File: src/hdl/fls_pkg.sv
/*
 * Package of the flash LED status and configuration register bank:
 * register addresses, reset values, field positions and pin-sync indices.
 * Assumes a host-side two-wire front end that turns bus transfers into
 * single-cycle register strobes on the same clock.
 */
package fls_pkg;

	// -------------------------------------------------------------
	// Register addresses
	// -------------------------------------------------------------
	localparam logic [7:0] FLS_ADDR_FLAGS = 8'h0B;
	localparam logic [7:0] FLS_ADDR_CFG1 = 8'h0C;
	localparam logic [7:0] FLS_ADDR_CFG2 = 8'h0D;
	localparam logic [7:0] FLS_ADDR_GPIO = 8'h0E;
	localparam logic [7:0] FLS_UNMAPPED_READ = 8'h00;

	// -------------------------------------------------------------
	// Reset values and fixed read-back bits
	// -------------------------------------------------------------
	localparam logic [7:0] FLS_CFG1_RESET = 8'h42;
	localparam logic [7:0] FLS_CFG1_WMASK = 8'hEF;
	localparam logic [3:0] FLS_CFG2_RESET = 4'h0;
	localparam logic [3:0] FLS_CFG2_FILL = 4'hF;
	localparam logic [6:0] FLS_GPIO_RESET = 7'h00;
	localparam logic [6:0] FLS_FLAGS_RESET = 7'h00;

	// -------------------------------------------------------------
	// Flag bit positions in the status register
	// -------------------------------------------------------------
	localparam int FLS_FL_TIMEOUT = 0;
	localparam int FLS_FL_DIE_HOT = 1;
	localparam int FLS_FL_LED_FAIL = 2;
	localparam int FLS_FL_SYNC_ONE = 3;
	localparam int FLS_FL_SYNC_TWO = 4;
	localparam int FLS_FL_THERM = 5;
	localparam int FLS_FL_UNUSED = 6;
	localparam int FLS_FL_SUPPLY = 7;

	// -------------------------------------------------------------
	// First configuration register fields
	// -------------------------------------------------------------
	localparam int FLS_C1_LIGHT_LOAD_OFF = 0;
	localparam int FLS_C1_LEVEL_5V = 1;
	localparam int FLS_C1_TRIG_INHIBIT = 2;
	localparam int FLS_C1_THERM_MODE = 3;
	localparam int FLS_C1_PIN2_SYNC = 5;
	localparam int FLS_C1_INHIBIT_HIGH = 6;
	localparam int FLS_C1_HW_TORCH = 7;

	// -------------------------------------------------------------
	// Second configuration register fields
	// -------------------------------------------------------------
	localparam int FLS_C2_SYNC_TWO_OFF = 0;
	localparam int FLS_C2_THERM_OFF = 1;
	localparam int FLS_C2_ALT_TORCH = 2;
	localparam int FLS_C2_SUPPLY_OFF = 3;

	// -------------------------------------------------------------
	// General-purpose pin register fields
	// -------------------------------------------------------------
	localparam int FLS_G_P1_GPIO = 0;
	localparam int FLS_G_P1_OUT = 1;
	localparam int FLS_G_P1_DATA = 2;
	localparam int FLS_G_P2_GPIO = 3;
	localparam int FLS_G_P2_OUT = 4;
	localparam int FLS_G_P2_DATA = 5;
	localparam int FLS_G_THERM_IRQ = 6;

	// -------------------------------------------------------------
	// Index of each asynchronous input in the synchronised vector
	// -------------------------------------------------------------
	localparam int FLS_SYNC_WIDTH = 8;
	localparam int FLS_S_PIN1 = 0;
	localparam int FLS_S_PIN2 = 1;
	localparam int FLS_S_TRIG = 2;
	localparam int FLS_S_THERM_LOW = 3;
	localparam int FLS_S_SUPPLY_LOW = 4;
	localparam int FLS_S_LED_FAIL = 5;
	localparam int FLS_S_DIE_HOT = 6;
	localparam int FLS_S_TIMEOUT = 7;

endpackage

File: src/hdl/fls_sync_if.sv
/*
 * Carrier for the synchronised input levels between the pin
 * synchroniser and the register bank. Assumes one clock domain.
 */
interface fls_sync_if;
	import fls_pkg::*;

	logic [FLS_SYNC_WIDTH-1:0] level;

	// Synchroniser drives, register bank reads
	modport src (output level);
	modport dst (input level);
endinterface

File: src/hdl/fls_pin_sync.sv
/*
 * Two-flop synchroniser for every asynchronous pin and analog
 * comparator level that the register bank looks at.
 * Assumes raw inputs may change at any time relative to clk_sys_in.
 */
module fls_pin_sync
	import fls_pkg::*;
#(
	parameter int WIDTH = FLS_SYNC_WIDTH
) (
	input wire logic clk_sys_in,
	input wire logic rst_in,
	input wire logic [WIDTH-1:0] raw_in,
	fls_sync_if.src sync_out
);

	logic [WIDTH-1:0] stage_one;
	logic [WIDTH-1:0] stage_two;

	// -------------------------------------------------------------
	// Synchroniser chain
	// -------------------------------------------------------------
	// First stage feeds only the second stage
	always_ff @(posedge clk_sys_in) begin
		if (rst_in) begin
			stage_one <= '0;
			stage_two <= '0;
		end else begin
			stage_one <= raw_in;
			stage_two <= stage_one;
		end
	end

	assign sync_out.level = stage_two;

endmodule

File: src/hdl/fls_regs.sv
/*
 * Status and configuration register bank of a camera-flash LED driver:
 * fault/event flags, pin-role and output configuration, fault response
 * configuration and general-purpose pin control.
 * Assumes a two-wire bus front end on clk_sys_in giving one-cycle
 * read and write strobes, and analog blocks supplying comparator levels.
 */
// Function
// - Eight-bit flags, unused bit one, reset zero
// - Supply flag needs monitor enabled and low
// - LED fail, die hot, timeout flags
// - Thermistor and sync-pin change flags, mode-gated
// - Config bit 7 picks pin one role
// - Config bit 6 sets inhibit polarity
// - Config bit 5 picks pin two role
// - Config bit 3 picks thermistor pin role
// - Config bit 2 blocks flash trigger output, not alternate torch
// - Config bit 1 picks 4.5 or 5 volts
// - Config bit 0 disables light-load comparator
// - Second config bits choose torch or off
// - Alternate torch: pin one before trigger
// - Both multi-function pins usable as GPIO
// - GPIO bit 6 mirrors thermistor flag out
module fls_regs
	import fls_pkg::*;
(
	input wire logic clk_sys_in,
	input wire logic rst_in,
	// Register port from the two-wire front end
	input wire logic reg_write_in,
	input wire logic reg_read_in,
	input wire logic [7:0] reg_addr_in,
	input wire logic [7:0] reg_wdata_in,
	output logic [7:0] reg_rdata_out,
	output logic reg_rvalid_out,
	// Multi-function pins, three signals each
	input wire logic multi_function_pin_one_in,
	output logic multi_function_pin_one_out,
	output logic multi_function_pin_one_oe_n_out,
	input wire logic multi_function_pin_two_in,
	output logic multi_function_pin_two_out,
	output logic multi_function_pin_two_oe_n_out,
	// Trigger pin and analog status levels
	input wire logic flash_trigger_in,
	input wire logic thermistor_below_trip_in,
	input wire logic supply_input_below_in,
	input wire logic supply_monitor_enable_in,
	input wire logic led_fail_in,
	input wire logic die_over_temp_in,
	input wire logic flash_timeout_in,
	// Controls toward the converter
	output logic hw_torch_enable_out,
	output logic flash_inhibit_out,
	output logic force_voltage_mode_out,
	output logic thermistor_compare_mode_out,
	output logic indicator_current_enable_out,
	output logic flash_trigger_out,
	output logic output_level_select_out,
	output logic light_load_disable_out,
	output logic force_torch_out,
	output logic leds_off_out,
	output logic alternate_torch_no_timeout_out
);

	// -------------------------------------------------------------
	// Storage and synchronised inputs
	// -------------------------------------------------------------
	logic [6:0] flags;
	logic [7:0] cfg1;
	logic [3:0] cfg2;
	logic [6:0] gpio;
	logic [FLS_SYNC_WIDTH-1:0] lvl;
	logic [FLS_SYNC_WIDTH-1:0] lvl_prev;
	logic [FLS_SYNC_WIDTH-1:0] raw;
	logic [7:0] flags_view;
	logic [6:0] flag_set;
	logic flag_clear;
	logic pin1_sync_mode;
	logic pin2_sync_mode;
	logic pin2_volt_mode;
	logic therm_mode;
	logic therm_trip;
	logic supply_fault;
	logic sync_two_event;
	logic trig_rise;
	logic alt_torch;
	logic next_force_torch;
	logic next_leds_off;

	fls_sync_if sync_bus ();

	// Gather raw asynchronous levels into one vector
	always_comb begin
		raw = '0;
		raw[FLS_S_PIN1] = multi_function_pin_one_in;
		raw[FLS_S_PIN2] = multi_function_pin_two_in;
		raw[FLS_S_TRIG] = flash_trigger_in;
		raw[FLS_S_THERM_LOW] = thermistor_below_trip_in;
		raw[FLS_S_SUPPLY_LOW] = supply_input_below_in;
		raw[FLS_S_LED_FAIL] = led_fail_in;
		raw[FLS_S_DIE_HOT] = die_over_temp_in;
		raw[FLS_S_TIMEOUT] = flash_timeout_in;
	end

	fls_pin_sync #(
		.WIDTH(FLS_SYNC_WIDTH)
	) u_sync (
		.clk_sys_in(clk_sys_in),
		.rst_in(rst_in),
		.raw_in(raw),
		.sync_out(sync_bus.src)
	);

	assign lvl = sync_bus.level;

	// Previous synchronised levels for edge detection
	always_ff @(posedge clk_sys_in) begin
		if (rst_in) begin
			lvl_prev <= '0;
		end else begin
			lvl_prev <= lvl;
		end
	end

	// -------------------------------------------------------------
	// Pin roles
	// -------------------------------------------------------------
	// Role of each pin when not taken over as GPIO
	always_comb begin
		pin1_sync_mode = !gpio[FLS_G_P1_GPIO] &&
			!cfg1[FLS_C1_HW_TORCH];
		pin2_sync_mode = !gpio[FLS_G_P2_GPIO] &&
			cfg1[FLS_C1_PIN2_SYNC];
		pin2_volt_mode = !gpio[FLS_G_P2_GPIO] &&
			!cfg1[FLS_C1_PIN2_SYNC];
		therm_mode = cfg1[FLS_C1_THERM_MODE];
	end

	// Fault conditions as levels, plus the trigger rising edge
	always_comb begin
		therm_trip = therm_mode && lvl[FLS_S_THERM_LOW];
		supply_fault = supply_monitor_enable_in &&
			lvl[FLS_S_SUPPLY_LOW];
		sync_two_event = pin2_sync_mode && lvl[FLS_S_PIN2];
		trig_rise = lvl[FLS_S_TRIG] && !lvl_prev[FLS_S_TRIG];
	end

	// -------------------------------------------------------------
	// Flags register
	// -------------------------------------------------------------
	// Set conditions for each sticky flag
	always_comb begin
		flag_set = '0;
		flag_set[FLS_FL_TIMEOUT] = lvl[FLS_S_TIMEOUT];
		flag_set[FLS_FL_DIE_HOT] = lvl[FLS_S_DIE_HOT];
		flag_set[FLS_FL_LED_FAIL] = lvl[FLS_S_LED_FAIL];
		flag_set[FLS_FL_SYNC_ONE] = pin1_sync_mode &&
			(lvl[FLS_S_PIN1] != lvl_prev[FLS_S_PIN1]);
		flag_set[FLS_FL_SYNC_TWO] = pin2_sync_mode &&
			(lvl[FLS_S_PIN2] != lvl_prev[FLS_S_PIN2]);
		flag_set[FLS_FL_THERM] = therm_trip;
		flag_set[FLS_FL_UNUSED] = 1'b0;
		flag_set[FLS_FL_SUPPLY - 1] = supply_fault;
	end

	assign flag_clear = reg_read_in && (reg_addr_in == FLS_ADDR_FLAGS);

	// Sticky flags, cleared by a read, a new event wins
	always_ff @(posedge clk_sys_in) begin
		if (rst_in) begin
			flags <= FLS_FLAGS_RESET;
		end else if (flag_clear) begin
			flags <= flag_set;
		end else begin
			flags <= flags | flag_set;
		end
	end

	// Stored 7 bits mapped onto the 8-bit view, unused bit reads one
	assign flags_view = {flags[FLS_FL_SUPPLY - 1], 1'b1,
		flags[FLS_FL_THERM:0]};

	// -------------------------------------------------------------
	// Configuration and GPIO registers
	// -------------------------------------------------------------
	// First configuration register, bit 4 fixed at zero
	always_ff @(posedge clk_sys_in) begin
		if (rst_in) begin
			cfg1 <= FLS_CFG1_RESET;
		end else if (reg_write_in && reg_addr_in == FLS_ADDR_CFG1) begin
			cfg1 <= reg_wdata_in & FLS_CFG1_WMASK;
		end
	end

	// Second configuration register, upper nibble not stored
	always_ff @(posedge clk_sys_in) begin
		if (rst_in) begin
			cfg2 <= FLS_CFG2_RESET;
		end else if (reg_write_in && reg_addr_in == FLS_ADDR_CFG2) begin
			cfg2 <= reg_wdata_in[3:0];
		end
	end

	// General-purpose pin register, bit 7 not stored
	always_ff @(posedge clk_sys_in) begin
		if (rst_in) begin
			gpio <= FLS_GPIO_RESET;
		end else if (reg_write_in && reg_addr_in == FLS_ADDR_GPIO) begin
			gpio <= reg_wdata_in[6:0];
		end
	end

	// Read data, one cycle after the read strobe
	always_ff @(posedge clk_sys_in) begin
		if (rst_in) begin
			reg_rdata_out <= FLS_UNMAPPED_READ;
			reg_rvalid_out <= 1'b0;
		end else begin
			reg_rvalid_out <= reg_read_in;
			if (reg_read_in) begin
				case (reg_addr_in)
					FLS_ADDR_FLAGS: reg_rdata_out <= flags_view;
					FLS_ADDR_CFG1: reg_rdata_out <= cfg1;
					FLS_ADDR_CFG2: reg_rdata_out <= {FLS_CFG2_FILL, cfg2};
					FLS_ADDR_GPIO: begin
						// Input pins read back their level
						reg_rdata_out <= {1'b1, gpio[FLS_G_THERM_IRQ],
							gpio[FLS_G_P2_OUT] ? gpio[FLS_G_P2_DATA] :
							lvl[FLS_S_PIN2],
							gpio[FLS_G_P2_OUT:FLS_G_P2_GPIO],
							gpio[FLS_G_P1_OUT] ? gpio[FLS_G_P1_DATA] :
							lvl[FLS_S_PIN1],
							gpio[FLS_G_P1_OUT:FLS_G_P1_GPIO]};
					end
					default: reg_rdata_out <= FLS_UNMAPPED_READ;
				endcase
			end
		end
	end

	// -------------------------------------------------------------
	// Alternate external torch
	// -------------------------------------------------------------
	// Pin one high at trigger rise holds torch until trigger falls
	always_ff @(posedge clk_sys_in) begin
		if (rst_in) begin
			alt_torch <= 1'b0;
		end else if (!lvl[FLS_S_TRIG] || !pin1_sync_mode ||
			!cfg2[FLS_C2_ALT_TORCH]) begin
			alt_torch <= 1'b0;
		end else if (trig_rise && lvl[FLS_S_PIN1]) begin
			alt_torch <= 1'b1;
		end
	end

	// -------------------------------------------------------------
	// Fault responses
	// -------------------------------------------------------------
	// Each fault goes to torch or off as its config bit says
	always_comb begin
		next_force_torch = 1'b0;
		next_leds_off = 1'b0;
		if (supply_fault) begin
			if (cfg2[FLS_C2_SUPPLY_OFF]) begin
				next_leds_off = 1'b1;
			end else begin
				next_force_torch = 1'b1;
			end
		end
		if (therm_trip) begin
			if (cfg2[FLS_C2_THERM_OFF]) begin
				next_leds_off = 1'b1;
			end else begin
				next_force_torch = 1'b1;
			end
		end
		if (sync_two_event) begin
			if (cfg2[FLS_C2_SYNC_TWO_OFF]) begin
				next_leds_off = 1'b1;
			end else begin
				next_force_torch = 1'b1;
			end
		end
		if (pin1_sync_mode && lvl[FLS_S_PIN1] &&
			!cfg2[FLS_C2_ALT_TORCH]) begin
			next_force_torch = 1'b1;
		end
	end

	// -------------------------------------------------------------
	// Registered converter controls
	// -------------------------------------------------------------
	// All converter controls leave through flip-flops
	always_ff @(posedge clk_sys_in) begin
		if (rst_in) begin
			hw_torch_enable_out <= 1'b0;
			flash_inhibit_out <= 1'b0;
			force_voltage_mode_out <= 1'b0;
			thermistor_compare_mode_out <= 1'b0;
			indicator_current_enable_out <= 1'b1;
			flash_trigger_out <= 1'b0;
			output_level_select_out <= 1'b1;
			light_load_disable_out <= 1'b0;
			force_torch_out <= 1'b0;
			leds_off_out <= 1'b0;
			alternate_torch_no_timeout_out <= 1'b0;
		end else begin
			hw_torch_enable_out <= !gpio[FLS_G_P1_GPIO] &&
				cfg1[FLS_C1_HW_TORCH] && lvl[FLS_S_PIN1];
			flash_inhibit_out <= pin2_sync_mode &&
				(lvl[FLS_S_PIN2] == cfg1[FLS_C1_INHIBIT_HIGH]);
			force_voltage_mode_out <= pin2_volt_mode &&
				lvl[FLS_S_PIN2];
			thermistor_compare_mode_out <= therm_mode;
			indicator_current_enable_out <= !therm_mode;
			flash_trigger_out <= lvl[FLS_S_TRIG] &&
				!cfg1[FLS_C1_TRIG_INHIBIT];
			output_level_select_out <= cfg1[FLS_C1_LEVEL_5V];
			light_load_disable_out <= cfg1[FLS_C1_LIGHT_LOAD_OFF];
			force_torch_out <= next_force_torch || alt_torch;
			leds_off_out <= next_leds_off;
			alternate_torch_no_timeout_out <= alt_torch;
		end
	end

	// -------------------------------------------------------------
	// Multi-function pin drivers
	// -------------------------------------------------------------
	// Pin one drives only as a GPIO output
	always_ff @(posedge clk_sys_in) begin
		if (rst_in) begin
			multi_function_pin_one_out <= 1'b0;
			multi_function_pin_one_oe_n_out <= 1'b1;
		end else begin
			multi_function_pin_one_out <= gpio[FLS_G_P1_DATA];
			multi_function_pin_one_oe_n_out <= !(gpio[FLS_G_P1_GPIO] &&
				gpio[FLS_G_P1_OUT]);
		end
	end

	// Pin two: GPIO data, or open-drain low on thermistor flag
	always_ff @(posedge clk_sys_in) begin
		if (rst_in) begin
			multi_function_pin_two_out <= 1'b0;
			multi_function_pin_two_oe_n_out <= 1'b1;
		end else if (gpio[FLS_G_P2_GPIO] && gpio[FLS_G_P2_OUT]) begin
			if (gpio[FLS_G_THERM_IRQ]) begin
				multi_function_pin_two_out <= 1'b0;
				multi_function_pin_two_oe_n_out <=
					!flags[FLS_FL_THERM];
			end else begin
				multi_function_pin_two_out <= gpio[FLS_G_P2_DATA];
				multi_function_pin_two_oe_n_out <= 1'b0;
			end
		end else begin
			multi_function_pin_two_out <= 1'b0;
			multi_function_pin_two_oe_n_out <= 1'b1;
		end
	end

endmodule

File: config.mk
export PLATFORM = sky130hd
export DESIGN_NAME = fls_regs
export DESIGN_NICKNAME = d
export VERILOG_FILES = /design/src/hdl/fls_pkg.sv /design/src/hdl/fls_sync_if.sv /design/src/hdl/fls_pin_sync.sv /design/src/hdl/fls_regs.sv
export SDC_FILE = /design/constraint.sdc
export NUM_CORES = 1
export LEC_CHECK = 0
export ABC_CLOCK_PERIOD_IN_PS = 3800
export BUFFER_PORTS_ARGS = -buffer_cell sky130_fd_sc_hd__buf_2
export CAP_MARGIN = 20
export CORE_AREA = 2 2 83 85
export DETAILED_ROUTE_END_ITERATION = 12
export DIE_AREA = 0 0 85 87
export PLACE_DENSITY = 0.67
export SYNTH_ARGS = -nofsm -noshare
export SYNTH_HDL_FRONTEND = slang
export SYNTH_SLANG_ARGS = --single-unit
File: constraint.sdc
create_clock -name clk_sys_in -period 3.8 [get_ports clk_sys_in]
set_input_delay 0.76 -clock clk_sys_in [delete_from_list [all_inputs] [get_ports clk_sys_in]]
set_output_delay 0.76 -clock clk_sys_in [all_outputs]
set_load 0.1 [all_outputs]
# Word-level counts from Yosys, hierarchy flattened
# Cells that the tools add are included.
# W data, S select, Z words.
op_classes:
  bitwise_logic: 2
  reduce_logical: 41
  n_mux: 18
  n_eq_ne: 7
op_table:
  columns: ["op", "count"]
  rows:
  - ["$eq A8 B4 Y1 const B", 4]
  - ["$pmux W8 S4", 1]
  - ["$logic_and A1 B1 Y1", 23]
  - ["$mux W1", 16]
  - ["$logic_not A1 Y1", 12]
  - ["$mux W7", 1]
  - ["$or A7 B7 Y7", 1]
  - ["$reduce_or A2 Y1", 2]
  - ["$logic_or A1 B1 Y1", 3]
  - ["$reduce_or A3 Y1", 1]
  - ["$ne A1 B1 Y1", 2]
  - ["$eq A1 B1 Y1", 1]
  - ["$not A1 Y1", 1]
word_totals:
  register_bits: 69
  input_bits: 29
  out_inout_bits: 24
  elab_cells: 93

# Logic depth before layout (Yosys ltp)
# Gate-level depths: netlist of run 1.
logic_depth:
  depth_word: 8
  ltp_mapped: 6
  mapped_depth_nobuf: 4

# Modules after synthesis
# Synthesis of run 1 repeated with hierarchy kept, for this count alone.
hier_totals:
  cells_unflattened: 243
  area_unflattened_um2: 2555.0
by_module_without_submodules:
  columns: ["mod", "area_each_um2", "n_inst", "cells_each"]
  rows:
  - ["fls_regs", 2090.8, 1, 210]
  - ["fls_pin_sync", 464.2, 1, 33]

# Worst setup path before layout of run 1
# OpenSTA, ideal clock, no wires.
synth_timing:
  kind: "input-to-reg"
  from: "input port reg_addr_in[5]"
  to: "register cfg1[0]"
  path_slack_ns: 1.970
  t_arrival_ns: 1.702
  t_required_ns: 3.672
  stages: 4
  cell_sequence: "nor4_4 -> nand4_2 -> mux2i_1 -> nor2_1"
synth_via:
  elab_chain_cells: 2
synth_lines:
  columns: ["element", "line_no", "source"]
  rows:
  - ["start: declaration", "fls_regs.sv:32", "input wire logic [7:0] reg_addr_in,"]
  - ["$eq A8 B4 Y1", "fls_regs.sv:190", "end else if (reg_write_in && reg_addr_in == FLS_ADDR_CFG1) begin"]
  - ["$logic_and A1 B1 Y1", "fls_regs.sv:190", null]
  - ["end signal: assignment", "fls_regs.sv:191", "cfg1 <= reg_wdata_in & FLS_CFG1_WMASK;"]
  - ["end: declaration", "fls_regs.sv:69", "logic [7:0] cfg1;"]
# No other way between the ends.
# A chain may end at the register's enable or synchronous reset.

# Worst setup path after layout of run 1
layout_timing:
  from: "register reg_rdata_out[3]"
  to: "output port reg_rdata_out[3]"
layout_rtl:
  columns: ["element", "line_no", "source"]
  rows:
  - ["start: declaration", "fls_regs.sv:34", "output logic [7:0] reg_rdata_out,"]
  - ["start signal: assignment", "fls_regs.sv:222", "FLS_ADDR_FLAGS: reg_rdata_out <= flags_view;"]
  - ["start signal: assignment", "fls_regs.sv:223", "FLS_ADDR_CFG1: reg_rdata_out <= cfg1;"]
  - ["start signal: assignment", "fls_regs.sv:224", "FLS_ADDR_CFG2: reg_rdata_out <= {FLS_CFG2_FILL, cfg2};"]
# No word-level cell between the ends.

==> results of run 1 <==
## cells by family after synthesis
family	after synthesis	share of synthesized area
AOI/OAI and AO/OA	42	0.104
xor gates and xnor gates	3	0.0102
muxes	22	0.0859
DFF	69	0.539
and+or+nand+nor	106	0.230
buffers and inverters	21	0.0317
## worst paths after layout
kind,start,endpoint,slack (ns),cells past startpoint
worst max-delay path,reg_rdata_out[3]$_SDFFE_PP0P_,reg_rdata_out[3],1.93,1
worst min-delay path,u_sync.stage_one[4]$_SDFF_PP0_,u_sync.sync_out.level[4]$_SDFF_PP0_,0.44,1
worst max register to register,gpio[1]$_SDFFE_PP0P_,reg_rdata_out[2]$_SDFFE_PP0P_,2.65,4
worst min register to register,u_sync.stage_one[4]$_SDFF_PP0_,u_sync.sync_out.level[4]$_SDFF_PP0_,0.44,1
## power breakdown
part | switching [mW] | internal [mW] | leakage, nW
clock | 0.250 | 0.249 | 0.0833
combinational | 0.0521 | 0.0303 | 0.727
sequential | 0.00582 | 0.737 | 0.561
total | 0.308 | 1.02 | 1.37
## routing by layer
| metal | part of all wire | track usage |
|---|---|---|
| met5 | 0 | 0 |
| met4 | 0.027 | 0.0880 |
| met3 | 0.060 | 0.0512 |
| met2 | 0.46 | 0.237 |
| met1 | 0.46 | 0.197 |
## area by class of cell
type	instances	area, µm²	share of cell area
multi-input combinational	173	1100	0.362
inverter	9	33.8	0.0111
timing repair buffer	53	268	0.0880
clock inverter	2	10.0	0.00329
tap	80	100	0.0329
clock buffer	13	149	0.0489
sequential	69	1380	0.454
## layout by cell type (no fill, tap or decap), types with 4 or more instances in the layout
cell type / count
a21oi_1: 15
o21ai_0: 6
clkbuf_8: 10
buf_2: 52
nand2_1: 12
mux2i_1: 22
nor2b_1: 27
o22ai_1: 5
inv_1: 9
nand2b_1: 11
nand3_1: 4
nor2_1: 32
dfxtp_1: 69
## state kept, by name, indices dropped and copies added (netlist names), 3 cells and up
name,cells
cfg2,4
gpio,7
u_sync.sync_out.level,8
flags,7
cfg1,7
u_sync.stage_one,8
lvl_prev,3
reg_rdata_out,8
==> flow_summary.json, run 1 <==
{
  "cts_num_sinks": 69,
  "path_max_fanout": 2,
  "grt_usage": 0.157,
  "utilization": 0.463,
  "worst-path-buf-inv": 1,
  "area_growth_pct": 18.7,
  "drc": 0,
  "antennaDiodeCount": 0,
  "ios": 53,
  "synthArstFlopShare": 0,
  "fin_crit_ns": 1.87,
  "clk_pin_slew_ns": 0.07,
  "synth_edf_count": 0,
  "placement.io_buffers": 52,
  "relSlewSlack": 0.485,
  "postCtsSetupBuffers": 0,
  "post-route-period-util": 0.492,
  "cap_violations": 0,
  "final-instance-count-excl-fill": 399,
  "rsz0062_at_grt": "false",
  "h-tree-depth": 3,
  "via_per_inst": 4.97,
  "die_h_um": 87,
  "synth_seq_area_share": 0.539,
  "first_iter_violations": 163,
  "clock-skew-final_ns": 0.00894,
  "ctsResizeCount": 0,
  "p_per_area_nw_per_um2": 435,
  "endpoint_kind": "primary output",
  "numCtsBuffers": 9,
  "synth_seq_cells": 69,
  "hp-class": "reg2reg",
  "clk_path_buf_depth": 2,
  "drt_pass1_iterations": 4,
  "n_fill_cell": 672,
  "ys_types": 38,
  "fmax_mhz": 534,
  "antenna_found_initial": 0,
  "finalHoldViolations": 0,
  "die_area_um2": 7400,
  "slowest_stage": "buf_2",
  "cts_tree": "yes",
  "place_congestion": 0.894,
  "wl_per_cell_um": 13.6,
  "outcome": "finished, final reports clean",
  "crit_path_start_kind": "flip-flop",
  "p_leak_nw": 1.37,
  "routed_wl_um": 5440,
  "synth_nets": 292,
  "synth_ff_type": "dfxtp_1",
  "total_power_mw": 1.32,
  "synth_area_leader_cell": "dfxtp_1",
  "drv_slew": 0,
  "crit_type": "reg2out",
  "synth_area_um2": 2560,
  "grt_pass1_vias": 1864,
  "yosysWarnings": 0,
  "cp_data_arrival_time_ns": 1.11,
  "ant_nets": 0,
  "placed_area_um2": 2890,
  "required_ns": 3.04,
  "tightest_slew_ns": 0.773,
  "grt_max_degree": 44,
  "syn_area_per_cell_um2": 9.75,
  "floorplan.rows": 30,
  "final.setup.worst_slack_ns": 1.93,
  "hold_buffers": 0,
  "clk_latency_ns": 0.35,
  "path_cells": "buf_2",
  "synthCells": 263,
  "die_x_um": 85,
  "nets": 344,
  "vias": 1985,
  "ir_drop_mv": 0.190,
  "max_stage_delay_ns": 0.43,
  "post-route-cell-area_um2": 3040,
  "tns_ns": 0,
  "dp.cells": 384,
  "drive_above_1_share": 0.216,
  "setup_viol": 0,
  "clock-root-buffer": "clkbuf_8",
  "synth_top_cell_area_share": 0.539,
  "start_util": 0.390,
  "crit_family": "buffers and inverters",
  "yosys.cell_count.top_type": "dfxtp_1",
  "ys_top_cells_by_area": "dfxtp_1 54%, mux2i_1 8.6%, nor2b_1 6.6%",
  "grt_pass1_wl_um": 8850,
  "hold-worst-slack_ns": 0.438,
  "pre_cts_slack_ns": 1.54,
  "synth_common_cells": "69 x dfxtp_1, 32 x nor2_1, 27 x nor2b_1, 22 x mux2i_1, 15 x a21oi_1",
  "core_um2": 6570,
  "grt_overflow": 0,
  "dp_hpwl_um": 3950
}
Note: power is estimated with default switching activity, not from simulation.
==> inputs of run 2 (changes only) <==
- ABC_CLOCK_PERIOD_IN_PS: 3800 -> 1520
- PLACE_DENSITY: 0.67 -> 0.69
- clock period: 3.8 -> 1.52 ns (I/O delays scaled with it)
==> run 2 against run 1 <==
Compared with the run above:
- global-route usage grew 0.92 points
- total power rose to 2.9 times the previous value
- final area grew 5.6%
- register-to-register slack got worse by 2.4 ns
- critical path depth unchanged
- combinational power grew to 2.7 times the previous value
- sequential cell count did not move
- clock skew is 0.00082 ns lower
- non-clock buffer count up 9
- final cell count grew 2.3%
- via count up 3.2%
- clock power increased to 3.5 times the previous value
- critical path type unchanged
- highest routed layer unchanged
==> flow_summary.json, run 2 (synthesis results as in run 1) <==
{
  "outcome": "finished, final reports clean",
  "p_sw_mw": 0.827,
  "grt_max_degree": 25,
  "place_congestion": 0.899,
  "drc": 0,
  "total_power_mw": 3.84,
  "grt_overflow": 0,
  "clock-skew-final_ns": 0.00812,
  "cts_tree": "yes",
  "path_cells": "buf_2",
  "dp_hpwl_um": 4030,
  "fin_crit_ns": 1.41,
  "slowest_stage": "buf_2",
  "rsz0062_at_grt": "false",
  "start_util": 0.390,
  "drt_pass1_iterations": 7,
  "required_ns": 1.22,
  "ctsResizeCount": 0,
  "die_h_um": 87,
  "post-route-period-util": 0.927,
  "vias": 2049,
  "grt_pass1_wl_um": 9660,
  "ir_drop_mv": 0.821,
  "floorplan.rows": 30,
  "nets": 353,
  "p_clk_frac": 0.458,
  "final.setup.worst_slack_ns": 0.111,
  "antenna_found_initial": 0,
  "hp-class": "in2reg",
  "drive_above_1_share": 0.247,
  "h-tree-depth": 3,
  "max_stage_delay_ns": 0.43,
  "via_per_inst": 5.02,
  "hold_buffers": 0,
  "p_leak_nw": 1.46,
  "die_area_um2": 7400,
  "setup_viol": 0,
  "combPwrFrac": 0.059,
  "first_iter_violations": 111,
  "ant_nets": 0,
  "crit_path_start_kind": "flip-flop",
  "endpoint_kind": "primary output",
  "cap_violations": 0,
  "crit_family": "buffers and inverters",
  "mostFrequentLayoutCells": "69 x dfxtp_1, 52 x buf_2, 32 x nor2_1, 27 x nor2b_1, 22 x mux2i_1",
  "hold-worst-slack_ns": 0.168,
  "cts_num_sinks": 69,
  "wl_per_cell_um": 14.0,
  "antennaDiodeCount": 0,
  "grt_usage": 0.166,
  "clock-root-buffer": "clkbuf_8",
  "placement.io_buffers": 52,
  "cp_data_arrival_time_ns": 1.10,
  "crit_type": "reg2out",
  "p_sw_frac": 0.215,
  "layout_commonest_cell": "dfxtp_1",
  "grt_pass1_vias": 2070,
  "fmax_mhz": 710,
  "seq_power_share": 0.483,
  "area_growth_pct": 25.3,
  "clk_latency_ns": 0.34,
  "worst-path-buf-inv": 1,
  "core_um2": 6570,
  "routed_wl_um": 5720,
  "p_int_mw": 3.01,
  "p_per_area_nw_per_um2": 1200,
  "pre_cts_slack_ns": -0.205,
  "clk_pin_slew_ns": 0.07,
  "numCtsBuffers": 9,
  "die_x_um": 85,
  "finalHoldViolations": 0,
  "drv_slew": 0,
  "clk_path_buf_depth": 2,
  "path_max_fanout": 2,
  "postCtsSetupBuffers": 0,
  "ios": 53,
  "relSlewSlack": 0.676,
  "tightest_slew_ns": 0.489
}
## run 2: path summary, 6_finish.rpt
check / start / endpoint / slack (ns) / depth (start not counted)
setup / recovery: reg_rdata_out[3]$_SDFFE_PP0P_ / reg_rdata_out[3] / 0.11 / 1
hold / removal: supply_input_below_in / u_sync.stage_one[4]$_SDFF_PP0_ / 0.17 / 2
setup reg to reg: gpio[4]$_SDFFE_PP0P_ / reg_rdata_out[5]$_SDFFE_PP0P_ / 0.23 / 4
hold reg to reg: u_sync.stage_one[3]$_SDFF_PP0_ / u_sync.sync_out.level[3]$_SDFF_PP0_ / 0.44 / 1
## run 2: power groups by stage
stage | registers, mW | logic (mW) | clock network (mW)
floorplan | 1.92 | 0.106 | 0
global placement | 1.90 | 0.222 | 0
detailed placement | 1.90 | 0.225 | 0
CTS | 1.85 | 0.227 | 1.79
global route | 1.86 | 0.247 | 1.89
finish | 1.85 | 0.226 | 1.76
## run 2: layer usage
layer	vias up	global-route usage	part of all wire
met5	-	0	0
met4	0	0.0779	0.019
met3	12	0.0341	0.051
met2	61	0.263	0.45
met1	959	0.217	0.48
li1	1017	-	-
## run 2: area by class of cell
type	count	area [µm²]
Fill cell	629	3350
Tap cell	80	100
Inverter	9	33.8
Clock inverter	6	113
Timing Repair Buffer	62	360
Sequential cell	69	1380
Clock buffer	9	124
Multi-Input combinational cell	173	1100
## run 2: through the flow
stage	util	cells	TNS, ns	instance area (µm²)
after global routing	0.489	408	0	3210
after CTS	0.489	408	0	3210
after floorplan	-	263	0	2560
after detailed placement	0.453	393	-2.52	2980
after global placement	0.453	393	-1.27	2980
final	0.489	408	0	3210
## run 2: worst reg2reg max path: cells and delay by family, from the launching register on
kind,cells,cell delay [ns]
AOI/OAI and AO/OA,2,0.47
and+or+nand+nor,1,0.07
muxes,1,0.22
DFF,1,0.42
